$ cat config.mk
export PLATFORM = sky130hd
export DESIGN_NAME = multimode_preset_counter
export DESIGN_NICKNAME = d
export VERILOG_FILES = /design/src/mpc_pkg.sv /design/src/input_edge.sv /design/src/multimode_preset_counter.sv
export SDC_FILE = /design/constraint.sdc
export NUM_CORES = 1
export LEC_CHECK = 0
export ABC_AREA = 1
export BUFFER_PORTS_ARGS = -buffer_cell sky130_fd_sc_hd__buf_2
export CAP_MARGIN = 10
export CORE_AREA = 2 2 174 176
export DETAILED_ROUTE_END_ITERATION = 10
export DIE_AREA = 0 0 176 178
export GPL_TIMING_DRIVEN = 0
export PLACE_DENSITY_LB_ADDON = 0.15
export RECOVER_POWER = 50
export SETUP_SLACK_MARGIN = 0.4
export SYNTH_ARGS = -nofsm -noshare
export SYNTH_HDL_FRONTEND = slang
export SYNTH_SLANG_ARGS = --single-unit
export TNS_END_PERCENT = 100
$ cat constraint.sdc
create_clock -name clk -period 4.5 [get_ports clk]
set_input_delay 0.9 -clock clk [delete_from_list [all_inputs] [get_ports clk]]
set_output_delay 0.9 -clock clk [all_outputs]
set_load 0.02 [all_outputs]
$ cat src/mpc_pkg.sv
// Package: constants and types for the multimode preset counter
package mpc_pkg;
  // ----------------------------------------
  // Ranges
  // ----------------------------------------
  localparam logic [19:0] CNT_MAX = 20'hF423F;
  localparam logic [19:0] CNT_ZERO = 20'h00000;
  localparam logic signed [20:0] SET_MAX = 21'sh0F423F;
  localparam logic signed [20:0] SET_MIN = 21'sh1E7961;
  // ----------------------------------------
  // Timing
  // ----------------------------------------
  localparam int CLK_PERIOD_NS = 25;
  localparam int SHOT_UNIT_NS = 10000000;
  localparam int TICK_CYCLES = SHOT_UNIT_NS / CLK_PERIOD_NS;
  localparam logic [13:0] SHOT_MIN = 14'h0001;
  localparam logic [13:0] SHOT_MAX = 14'h270F;
  // ----------------------------------------
  // Configurations and display selection
  // ----------------------------------------
  typedef enum logic [5:0] {
    CFG_ONE = 6'h01,
    CFG_TWO = 6'h02,
    CFG_TOTAL = 6'h04,
    CFG_BATCH = 6'h08,
    CFG_DUAL = 6'h10,
    CFG_TWIN = 6'h20
  } cfg_type;
  typedef enum logic [4:0] {
    DSP_PRESENT = 5'h01,
    DSP_TOTAL = 5'h02,
    DSP_BATCH = 5'h04,
    DSP_DUAL = 5'h08,
    DSP_SECOND = 5'h10
  } disp_type;
  // ----------------------------------------
  // Carriers
  // ----------------------------------------
  typedef struct packed {
    cfg_type cfg;
    logic calc_sub;
    logic oneshot_en;
    logic [13:0] oneshot_time;
    logic backup_en;
  } settings_type;
  typedef struct packed {
    logic signed [20:0] set1;
    logic signed [20:0] set2;
    logic signed [20:0] dual_set;
    logic [19:0] batch_set;
  } setvals_type;
  localparam setvals_type SETV_RESET = '{
    set1: SET_MAX, set2: SET_MAX, dual_set: SET_MAX, batch_set: CNT_ZERO};
endpackage

$ cat src/input_edge.sv
// Two-stage pin synchroniser with rising-edge detector
`timescale 1ns/10ps
`default_nettype none

module input_edge (
  // Clock and reset
  input wire logic clk,
  input wire logic rst_n,
  // Pin side
  input wire logic pin,
  // Conditioned side
  output logic level,
  output logic rise
);
  logic meta_r;
  logic sync_r;
  logic last_r;

  always_ff @(posedge clk) begin
    if (!rst_n) begin
      meta_r <= 1'h0;
      sync_r <= 1'h0;
      last_r <= 1'h0;
    end else begin
      meta_r <= pin;
      sync_r <= meta_r;
      last_r <= sync_r;
    end
  end

  assign level = sync_r;
  assign rise = sync_r & ~last_r;
endmodule // input_edge

`default_nettype wire

$ cat src/multimode_preset_counter.sv
// Counting core of a multimode preset counter
`timescale 1ns/10ps
`default_nettype none

// Contract
// - Outside dual, present tally wraps to zero past 999999; in dual it halts.
// - First reset blocks counts, holds tally zero.
// - First reset ends an active one-shot pulse, except in dual and twin.
// - Backup restores outputs; one-shot restarts fully.
// - Joined configurations drive both outputs together.
// - Set values accepted from -99999 to 999999.
// - Total survives first reset, holds during it.
// - Second reset clears total in total mode.
// - Key on total display clears total, tally.
// - Total wraps to zero at full scale.
// - Completions count batches; output at match.
// - Batch reset clears, drops and holds batch.
// - Key on batch display clears batch, tally.
// - Zero batch set value never drives output.
// - Batch wraps at 999999; 5 kHz rate.
// - Lowered batch set asserts; raising keeps output.
// - Dual value is sum or difference.
// - Dual match drives outputs per output mode.
// - Each reset freezes only its own channel.
// - Key in dual clears all, outputs off.
// - Dual out of range flags and halts counting.
// - Twin mode runs two independent up counters.
// - One-shot length 0.01 to 99.99 seconds.
module multimode_preset_counter #(
  parameter int TICK_CYCLES = mpc_pkg::TICK_CYCLES
) (
  // Clock and reset
  input wire logic clk,
  input wire logic rst_n,
  // Field inputs
  input wire logic count_input_a,
  input wire logic count_input_b,
  input wire logic reset_a_in,
  input wire logic reset_b_in,
  input wire logic reset_key_in,
  // Configuration
  input wire mpc_pkg::settings_type settings,
  input wire mpc_pkg::setvals_type set_values,
  input wire logic set_load,
  input wire mpc_pkg::disp_type display_sel,
  // Power restore
  input wire logic restore_pulse,
  input wire logic restore_first_control_output,
  input wire logic restore_second_control_output,
  // Outputs
  output logic first_control_output,
  output logic second_control_output,
  output logic [19:0] present_tally,
  output logic [19:0] present_tally_b,
  output logic [19:0] total_tally,
  output logic [19:0] batch_tally,
  output logic signed [21:0] dual_tally,
  output logic overflow,
  output logic set_reject
);
  localparam int DIV_W = $clog2(TICK_CYCLES + 1);

  // ----------------------------------------
  // Helpers
  // ----------------------------------------
  function automatic logic [19:0] inc_wrap(input logic [19:0] v);
    inc_wrap = (v == mpc_pkg::CNT_MAX) ? mpc_pkg::CNT_ZERO : v + 20'h00001;
  endfunction

  function automatic logic signed [20:0] to_s(input logic [19:0] v);
    to_s = signed'({1'h0, v});
  endfunction

  function automatic logic in_range(input logic signed [20:0] v);
    in_range = (v >= mpc_pkg::SET_MIN) && (v <= mpc_pkg::SET_MAX);
  endfunction

  function automatic logic [13:0] shot_len(input logic [13:0] v);
    if (v < mpc_pkg::SHOT_MIN) begin
      shot_len = mpc_pkg::SHOT_MIN;
    end else if (v > mpc_pkg::SHOT_MAX) begin
      shot_len = mpc_pkg::SHOT_MAX;
    end else begin
      shot_len = v;
    end
  endfunction

  // ----------------------------------------
  // Input conditioning
  // ----------------------------------------
  logic a_rise, b_rise, rst_a, rst_b, key_rise;

  input_edge u_cnt_a (.clk(clk), .rst_n(rst_n), .pin(count_input_a), .level(), .rise(a_rise));
  input_edge u_cnt_b (.clk(clk), .rst_n(rst_n), .pin(count_input_b), .level(), .rise(b_rise));
  input_edge u_rst_a (.clk(clk), .rst_n(rst_n), .pin(reset_a_in), .level(rst_a), .rise());
  input_edge u_rst_b (.clk(clk), .rst_n(rst_n), .pin(reset_b_in), .level(rst_b), .rise());
  input_edge u_key (.clk(clk), .rst_n(rst_n), .pin(reset_key_in), .level(), .rise(key_rise));

  // ----------------------------------------
  // Decode
  // ----------------------------------------
  logic is_one, is_two, is_total, is_batch, is_dual, is_twin, joined, uses_b, sel_b;
  logic key_a, key_b, key_total, key_batch, backup_go;

  assign is_one = settings.cfg == mpc_pkg::CFG_ONE;
  assign is_two = settings.cfg == mpc_pkg::CFG_TWO;
  assign is_total = settings.cfg == mpc_pkg::CFG_TOTAL;
  assign is_batch = settings.cfg == mpc_pkg::CFG_BATCH;
  assign is_dual = settings.cfg == mpc_pkg::CFG_DUAL;
  assign is_twin = settings.cfg == mpc_pkg::CFG_TWIN;
  assign joined = is_one | is_total | is_dual;
  assign uses_b = is_dual | is_twin;
  assign sel_b = display_sel == mpc_pkg::DSP_SECOND;
  assign key_a = key_rise & ~(is_twin & sel_b);
  assign key_b = key_rise & (is_dual | (is_twin & sel_b));
  assign key_total = key_rise & is_total & (display_sel == mpc_pkg::DSP_TOTAL);
  assign key_batch = key_rise & is_batch & (display_sel == mpc_pkg::DSP_BATCH);
  assign backup_go = restore_pulse & settings.backup_en;

  // ----------------------------------------
  // Registers
  // ----------------------------------------
  logic [19:0] tally_a_r, tally_b_r, total_r, batch_r, nxt_a, nxt_b;
  logic signed [21:0] dual_r, dual_nxt;
  mpc_pkg::setvals_type setv_r;
  logic reject_r, halt_r, main_r, first_control_output_r, batch_out_r;
  logic [13:0] shot_r;
  logic [DIV_W-1:0] div_r;
  logic inc_a, inc_b, ovf_a, ovf_b, dual_bad, dual_hit;
  logic hit_a1, hit_a2, hit_b2, main_set, ext_clr, shot_end, div_last, shot_start;

  // ----------------------------------------
  // Set values
  // ----------------------------------------
  always_ff @(posedge clk) begin
    if (!rst_n) begin
      setv_r <= mpc_pkg::SETV_RESET;
      reject_r <= 1'h0;
    end else if (set_load) begin
      if (in_range(set_values.set1) && in_range(set_values.set2) &&
          in_range(set_values.dual_set) && (set_values.batch_set <= mpc_pkg::CNT_MAX)) begin
        setv_r <= set_values;
        reject_r <= 1'h0;
      end else begin
        reject_r <= 1'h1;
      end
    end
  end

  // ----------------------------------------
  // Count enables
  // ----------------------------------------
  // counts blocked in reset
  assign inc_a = a_rise & ~rst_a & ~halt_r;
  assign inc_b = b_rise & ~rst_b & ~halt_r & uses_b;
  assign nxt_a = inc_wrap(tally_a_r);
  assign nxt_b = inc_wrap(tally_b_r);
  assign ovf_a = is_dual & inc_a & (tally_a_r == mpc_pkg::CNT_MAX);
  assign ovf_b = is_dual & inc_b & (tally_b_r == mpc_pkg::CNT_MAX);

  // ----------------------------------------
  // Channel tallies
  // ----------------------------------------
  always_ff @(posedge clk) begin
    if (!rst_n) begin
      tally_a_r <= mpc_pkg::CNT_ZERO;
    end else if (rst_a | key_a) begin
      tally_a_r <= mpc_pkg::CNT_ZERO;
    end else if (inc_a & ~ovf_a) begin
      tally_a_r <= nxt_a;
    end
  end

  always_ff @(posedge clk) begin
    if (!rst_n) begin
      tally_b_r <= mpc_pkg::CNT_ZERO;
    end else if ((rst_b & uses_b) | key_b) begin
      tally_b_r <= mpc_pkg::CNT_ZERO;
    end else if (inc_b & ~ovf_b) begin
      tally_b_r <= nxt_b;
    end
  end

  // ----------------------------------------
  // Total counter
  // ----------------------------------------
  always_ff @(posedge clk) begin
    if (!rst_n) begin
      total_r <= mpc_pkg::CNT_ZERO;
    end else if ((rst_b & is_total) | key_total) begin
      total_r <= mpc_pkg::CNT_ZERO;
    end else if (is_total & inc_a) begin
      total_r <= inc_wrap(total_r);
    end
  end

  // ----------------------------------------
  // Dual value and range guard
  // ----------------------------------------
  // sum or difference
  always_comb begin
    if (settings.calc_sub) begin
      dual_nxt = $signed({2'h0, tally_a_r}) - $signed({2'h0, tally_b_r});
    end else begin
      dual_nxt = $signed({2'h0, tally_a_r}) + $signed({2'h0, tally_b_r});
    end
  end

  assign dual_bad = (dual_nxt > 22'(mpc_pkg::SET_MAX)) | (dual_nxt < 22'(mpc_pkg::SET_MIN));
  // match on a fresh dual value
  assign dual_hit = is_dual & ~halt_r & (dual_nxt == 22'(setv_r.dual_set)) &
                    (dual_r != dual_nxt);

  always_ff @(posedge clk) begin
    if (!rst_n) begin
      dual_r <= 22'h000000;
    end else begin
      dual_r <= dual_nxt;
    end
  end

  always_ff @(posedge clk) begin
    if (!rst_n) begin
      halt_r <= 1'h0;
    end else if (is_dual & ~key_rise & (ovf_a | ovf_b | dual_bad)) begin
      halt_r <= 1'h1;
    end else if (key_rise | ~is_dual) begin
      halt_r <= 1'h0;
    end
  end

  // ----------------------------------------
  // Completion events
  // ----------------------------------------
  assign hit_a1 = inc_a & (to_s(nxt_a) == setv_r.set1);
  assign hit_a2 = inc_a & (to_s(nxt_a) == setv_r.set2);
  assign hit_b2 = inc_b & (to_s(nxt_b) == setv_r.set2);
  assign main_set = is_dual ? dual_hit : (is_twin ? hit_b2 : hit_a2);
  assign ext_clr = is_twin ? (key_b | rst_b) : (key_rise | (rst_a & ~is_dual));
  assign div_last = div_r == DIV_W'(TICK_CYCLES - 1);
  assign shot_end = settings.oneshot_en & main_r & (shot_r == 14'h0001) & div_last;
  assign shot_start = settings.oneshot_en & (main_set | (backup_go & restore_second_control_output));

  // ----------------------------------------
  // One-shot timer
  // ----------------------------------------
  always_ff @(posedge clk) begin
    if (!rst_n) begin
      shot_r <= 14'h0000;
      div_r <= '0;
    end else if (shot_start) begin
      shot_r <= shot_len(settings.oneshot_time);
      div_r <= '0;
    end else if (ext_clr | ~settings.oneshot_en) begin
      shot_r <= 14'h0000;
      div_r <= '0;
    end else if (shot_r != 14'h0000) begin
      if (div_last) begin
        div_r <= '0;
        shot_r <= shot_r - 14'h0001;
      end else begin
        div_r <= div_r + DIV_W'(1);
      end
    end
  end

  // ----------------------------------------
  // Control outputs
  // ----------------------------------------
  always_ff @(posedge clk) begin
    if (!rst_n) begin
      main_r <= 1'h0;
    end else if (backup_go) begin
      main_r <= restore_second_control_output;
    end else if (main_set) begin
      main_r <= 1'h1;
    end else if (ext_clr | shot_end) begin
      main_r <= 1'h0;
    end
  end

  always_ff @(posedge clk) begin
    if (!rst_n) begin
      first_control_output_r <= 1'h0;
    end else if (backup_go) begin
      first_control_output_r <= restore_first_control_output;
    end else if ((is_two | is_twin) & hit_a1) begin
      first_control_output_r <= 1'h1;
    end else if (is_twin ? (key_a | rst_a) : (key_rise | rst_a)) begin
      first_control_output_r <= 1'h0;
    end
  end

  // ----------------------------------------
  // Batch counter
  // ----------------------------------------
  always_ff @(posedge clk) begin
    if (!rst_n) begin
      batch_r <= mpc_pkg::CNT_ZERO;
    end else if ((rst_b & is_batch) | key_batch) begin
      batch_r <= mpc_pkg::CNT_ZERO;
    end else if (is_batch & hit_a2) begin
      batch_r <= inc_wrap(batch_r);
    end
  end

  always_ff @(posedge clk) begin
    if (!rst_n) begin
      batch_out_r <= 1'h0;
    end else if (backup_go & is_batch) begin
      batch_out_r <= restore_first_control_output;
    end else if ((rst_b & is_batch) | key_batch) begin
      batch_out_r <= 1'h0;
    end else if (is_batch & (setv_r.batch_set != mpc_pkg::CNT_ZERO) &
                 (batch_r >= setv_r.batch_set)) begin
      batch_out_r <= 1'h1;
    end
  end

  // ----------------------------------------
  // Output drive
  // ----------------------------------------
  // joined outputs
  assign first_control_output = is_batch ? batch_out_r : (joined ? main_r : first_control_output_r);
  assign second_control_output = main_r;
  assign present_tally = tally_a_r;
  assign present_tally_b = tally_b_r;
  assign total_tally = total_r;
  assign batch_tally = batch_r;
  assign dual_tally = dual_r;
  assign overflow = halt_r;
  assign set_reject = reject_r;
endmodule // multimode_preset_counter

`default_nettype wire

Yosys cells after proc, flatten, opt, wreduce, memory -nomap -nowiden --
Index checks and enable logic that the tools add are counted. Widths: inputs -> output; s select.
Operators by class: add/subtract/negate cells 8, magnitude comparators 12, eq/ne operators 20, mux-type cells 30, bitwise gates (word level) 77, reduce and logical (&&, ||, !) cells 21
Operators with widths (number):
- $mux 14 | 6
- $add 20x1->20 const B | 4
- $eq 20x20->1 const B | 4
- $mux 20 | 4
- $eq 21x21->1 | 3
- $ge 21x18->1 const B | 3
- $le 21x21->1 const B | 3
- $and 1x1->1 | 45
- $eq 22x21->1 | 1
- $gt 22x21->1 const B | 1
- $lt 22x18->1 const B | 1
- $mux 22 | 1
- $ne 22x22->1 | 1
- $add 20x20->21 | 1
- $sub 20x20->21 | 1
- $ge 20x20->1 | 1
- $le 20x20->1 const B | 1
- $reduce_bool 20->1 | 1
- $add 19x1->19 const B | 1
- $eq 19x19->1 const B | 1
- $mux 19 | 1
- $or 1x1->1 | 19
- $mux 1 | 18
- $reduce_bool 3->1 | 5
- other kinds (20) | 41
Storage, ports and cells: register bits 236, bits of input ports 122, output and inout bits 106, logic and storage cells 197

Logic depth before layout (Yosys ltp) --
word-level depth 12, depth in mapped cells 29

By module --
From an unflattened synthesis, not the netlist that was laid out.
Unflattened totals: cell total of the unflattened synthesis 2735, area total of the unflattened synthesis 17081.4 um^2
By module, submodules not included:
- multimode_preset_counter | times used 1, cells each 2680, area an instance 16618.4 um^2
- input_edge | times used 5, cells each 11, area an instance 92.6 um^2

Worst setup path after synthesis --
OpenSTA, ideal clock, no wires.
path kind input -> output, start point input settings[18] (netlist name), end point output first_control_output, data arrival time 2.257 ns, required time 3.600 ns, slack 1.343 ns, cell stages on the path 7, buffers on the path 0, cells stage by stage nor2_1 -> nand2_1 -> nor3_1 -> inv_1 -> nand3_1 -> o21ai_0 -> o21ai_0
Between the ends: cells in the longest elaborated chain, start to end 5, elaborated cells between the ends (all ways) 8, those cells by class eq/ne (4); mux (2); bitwise (2)
Ends and longest elaborated chain:
- start: declaration | line multimode_preset_counter.sv:42 | input wire mpc_pkg::settings_type settings,
- $eq 6x1->1 or $eq 6x3->1 (tied branches) | line multimode_preset_counter.sv:105, multimode_preset_counter.sv:107
- $or 1x1->1 (2 in series) | line multimode_preset_counter.sv:111 | assign joined = is_one | is_total | is_dual;
- $mux 1 | line multimode_preset_counter.sv:324 | assign first_control_output = is_batch ? batch_out_r : (joined ? main_r : first_control_output_r);
- $mux 1 * | line multimode_preset_counter.sv:324
- end: declaration | line multimode_preset_counter.sv:51 | output logic first_control_output,
Mark *: on every way between the ends. The rest lies on a longest branch, timed or not.

Final worst setup path --
start point register tally_a_r[1], in the netlist present_tally[1], end point register div_r[12]
Between the ends: cells in the longest elaborated chain, start to end 9, elaborated cells between the ends (all ways) 17, those cells by class add/sub (3); eq/ne (4); mux (4); bitwise (5); reduce/logical (1)
Ends and longest elaborated chain:
- start: declaration | line multimode_preset_counter.sv:123 | logic [19:0] tally_a_r, tally_b_r, total_r, batch_r, nxt_a, nxt_b;
- start signal: assignment | line multimode_preset_counter.sv:166 | tally_a_r <= mpc_pkg::CNT_ZERO;
- start signal: assignment | line multimode_preset_counter.sv:168 | tally_a_r <= mpc_pkg::CNT_ZERO;
- start signal: assignment | line multimode_preset_counter.sv:170 | tally_a_r <= nxt_a;
- $add 20x20->21, or another cell as far along | line multimode_preset_counter.sv:205 | dual_nxt = $signed({2'h0, tally_a_r}) + $signed({2'h0, tally_b_r});
- $mux 22 or $mux 20 (tied branches) | line multimode_preset_counter.sv:202, multimode_preset_counter.sv:67
- $eq 22x21->1 or $eq 21x21->1 (tied branches) | line multimode_preset_counter.sv:211, multimode_preset_counter.sv:236
- $and 1x1->1, on equally long branches | line multimode_preset_counter.sv:211, multimode_preset_counter.sv:236
- $and 1x1->1 or $mux 1 (tied branches) | line multimode_preset_counter.sv:211, multimode_preset_counter.sv:238
- $mux 1 * | line multimode_preset_counter.sv:238 | assign main_set = is_dual ? dual_hit : (is_twin ? hit_b2 : hit_a2);
- $or 1x1->1 * | line multimode_preset_counter.sv:242 | assign shot_start = settings.oneshot_en & (main_set | (backup_go & restore_second_control_output));
- $and 1x1->1 * | line multimode_preset_counter.sv:242
- $reduce_or 3->1 (no source line) *
- end signal: assignment | line multimode_preset_counter.sv:262 | div_r <= div_r + DIV_W'(1);
- end: declaration | line multimode_preset_counter.sv:128 | logic [DIV_W-1:0] div_r;
Marked as above. A chain may end at the register's enable or synchronous reset.

==> flow_metrics.py <==
metrics = {
    "outcome": {
        "status": "finished, final reports clean",
    },
    "critical_path": {
        "cp_slowest_stage_delay_ns": 0.72,
        "crit_family": "simple AND/OR/NAND/NOR gates",
        "crit_type": "reg2reg",
        "crit_arrival_ns": 4.66,
        "crit_slowest_cell": "dfxtp_1",
        "cp-end-kind": "register",
        "crit_path_start_kind": "register",
        "path_buf_inv": 2,
        "cpMostUsedCell": "nand2_1",
        "cp_cell_sequence": "ha_1 > nor2_1 > nand2_1 > nand2_1 > nand2_1 > nand2_1 > nand2_1 > nand2_1 > nand2_1 > nand2_1 > nand2_1 > nand2_1 > inv_2 > nand2_1 > nand3b_1 > nor2_1 > nand3_1 > nand2_2 > nand3_4 > nor2_4 > nand2_4 > buf_6 > nor3_2",
        "cp_max_fo": 10,
        "cp.required_ns": 4.97,
    },
    "synth": {
        "yosysTopAreaCellShare_pct": 26.9,
        "ys.flop_type": "dfxtp_1",
        "ys_seq_area_share_pct": 26.9,
        "ys_ff_latch": 236,
        "synth_area_leaders": "dfxtp_1 27%, nand2_1 17%, inv_1 8.5%, nand3_1 7.4%, nor2_1 6.8%",
        "synth_edf_count": 0,
        "syn_area_um2": 17500,
        "yosys_warnings": 0,
        "yosysTopAreaCell": "dfxtp_1",
        "async_reset_ff_share_pct": 0,
        "synthCells": 2925,
        "synth_cell_types": 60,
        "synth_nets": 3116,
        "synth.avg_cell_area_um2": 6.00,
    },
    "global_route": {
        "grt_usage_pct": 42.6,
        "antenna_found_initial": 12,
        "grt_pass1_vias": 19446,
        "grt_max_degree": 15,
        "grt_pass1_wl_mm": 105,
        "overflow": 0,
    },
    "clock_tree": {
        "clkSlewWorstSetupHoldPaths_ns": 0.07,
        "htree_levels": 1,
        "cts_buffer_depth": 3,
        "cts_tree": "yes",
        "clk_latency_ns": 0.58,
        "cts.sinks": 236,
        "cts_made_buffers": 26,
        "cts-root-buf": "clkbuf_16",
    },
    "flow_run": {
        "drv_cap": 0,
    },
    "routing": {
        "dr_total_vias": 21490,
        "viasPerCell": 5.97,
        "wl_per_cell_um": 19.2,
        "finalWirelength_mm": 69.0,
        "dr.pass1.iters": 8,
        "initialDrtViolationCount": 2660,
        "final_antenna_net_count": 0,
        "drc": 0,
    },
    "floorplanning": {
        "die-area_um2": 31300,
        "row_count": 63,
        "io_pins": 228,
        "die-width_um": 176,
        "fp.dieH_um": 178,
        "core_area_um2": 29400,
        "initial_core_util_pct": 59.7,
    },
    "placed_design": {
        "io_buffers": 224,
        "hpwl_mm": 54.4,
        "routabilityCongestion": 1.02,
    },
    "sta": {
        "maxSlewViolCount": 0,
        "fmax_mhz": 239,
        "worstMarginPinSlew_ns": 1.02,
        "hold-worst-slack_ns": 0.417,
        "fin_skew_ns": 0.0420,
        "tns_ns": 0,
        "period_share_pct": 93.0,
        "max_slew_margin_pct": 32.2,
        "period_needed_ns": 4.19,
        "setup_viol": 0,
        "rsz0062_at_grt": "yes",
        "hold_viol": 0,
    },
    "final_layout": {
        "final_nets": 3371,
        "layout-drive-gt1-share_pct": 9.56,
        "final.fill_count": 2669,
        "area_growth_syn_to_layout_pct": 14.4,
    },
    "min_path": {
        "hold_class": "reg2reg",
    },
    "pwr": {
        "p_leak_uw": 0.00967,
        "peakVddDrop_uv": 311,
        "power_density_nw_per_um2": 276,
    },
}
area by class of cell:
class                      instances  area (µm²)  share of cell area (%)
antenna                            8        20.0                  0.0997
inverter                         421        1580                    7.88
timing repair buffer             227        1040                    5.19
tap                              390         488                    2.43
sequential                       236        4730                    23.6
multi-input combinational       2195       10900                    54.5
clock buffer                      29         692                    3.45
clock inverter                    19         244                    1.22
buffer                            73         325                    1.62
layer usage:
layer	global-route usage [%]	up-vias	routed length, µm
met5	0	-	42
met3	8.50	275	8310
met1	53.7	9676	26400
met4	21.9	6	3860
li1	-	10048	-
met2	69.4	1485	30400
timing repair:
action                     CTS  global route
setup endpoints to repair    2            37
setup buffers                0             1
resized for setup            1            45
gates cloned                 0             0
hold buffers                 0             0
pin swaps                    0             1
worst min-delay path: cells and delay by family (launching register included):
kind	cells	cell delay, ns
buffers and inverters	1	0.04
flip-flops	1	0.31
AND/OR/NAND/NOR	1	0.05
cell usage after synthesis, types with 6 or more instances:
cell type  instances
nand3b_1          25
nand3_1          261
nor4_1            29
ha_1              67
xnor2_1            7
buf_2             17
nand2_2            8
nor2_2            11
buf_1              8
nor3_2             7
nor2_1           319
nand2_1          813
nand4_1           97
a21oi_1          191
inv_2             23
and3_1             6
a31oi_1            9
dfxtp_1          236
clkbuf_1          41
inv_1            396
xor2_1            53
nor3_1            74
or2_2             13
o21ai_0          136
o211ai_1           7
kinds of logic after synthesis:
| kind of cell | synth area share (%) |
|---|---|
| adders and majority gates | 5.01 |
| DFF | 26.9 |
| buffers and inverters | 10.9 |
| and+or+nand+nor | 42.2 |
| AOI/OAI and AO/OA | 11.6 |
| xor gates and xnor gates | 3.35 |
through the flow:
step | area (µm²) | utilization, % | std cells | setup WS (ns) | power, µW
after global placement | 19100 | 65.1 | 3539 | 0.0868 | 3160
after detailed placement | 19200 | 65.2 | 3540 | 0.404 | 3190
after CTS | 20100 | 68.3 | 3588 | 0.460 | 5480
after floorplan | 17500 | - | 2925 | 1.34 | 2860
after global routing | 20100 | 68.2 | 3594 | 0.182 | 5690
final | 20100 | 68.3 | 3598 | 0.314 | 5540
flip-flops by register name (all words and copies together), names as in the netlist, 14 cells and up:
register,flops
total_tally,20
div_r,19
present_tally_b,20
shot_r,14
present_tally,20
dual_tally,22
setv_r,83
batch_tally,20
cells in the final DEF (no fill, tap or decap), drive strengths merged, types with 2 or more instances in the layout:
cell type,instances
clkbuf,155
nor2,331
nand2,822
dfxtp,236
o41ai,2
o21a,5
a21oi,195
clkinv,13
xnor3,2
o211ai,7
o22ai,2
a221oi,2
a211oi,5
buf,174
nand3b,25
nor3,81
o21bai,4
a31oi,9
diode,8
and3,6
nor4,31
o21ai,136
xor2,54
o2111ai,4
clkinvlp,2
nand4,99
a2111oi,2
xnor2,7
inv,421
and2,2
fa,2
or2,15
or3,2
nor3b,3
ha,67
o31ai,2
bufinv,4
nand3,265
final timing paths:
path,start,endpoint,slack [ns],cells past startpoint
max,present_tally[1],div_r[12],0.31,23
min reg2reg,u_cnt_a.meta_r,u_cnt_a.level,0.42,2
min,u_cnt_a.meta_r,u_cnt_a.level,0.42,2
max reg2reg,present_tally[1],div_r[12],0.31,23
report_power, final:
part	total (µW)	leakage [µW]	switching [µW]	internal (µW)
combinational	950	0.00729	651	299
clock	2360	0.000459	1000	1360
sequential	2230	0.00192	75.4	2160
No activity file was read; power rests on OpenSTA's default activity.
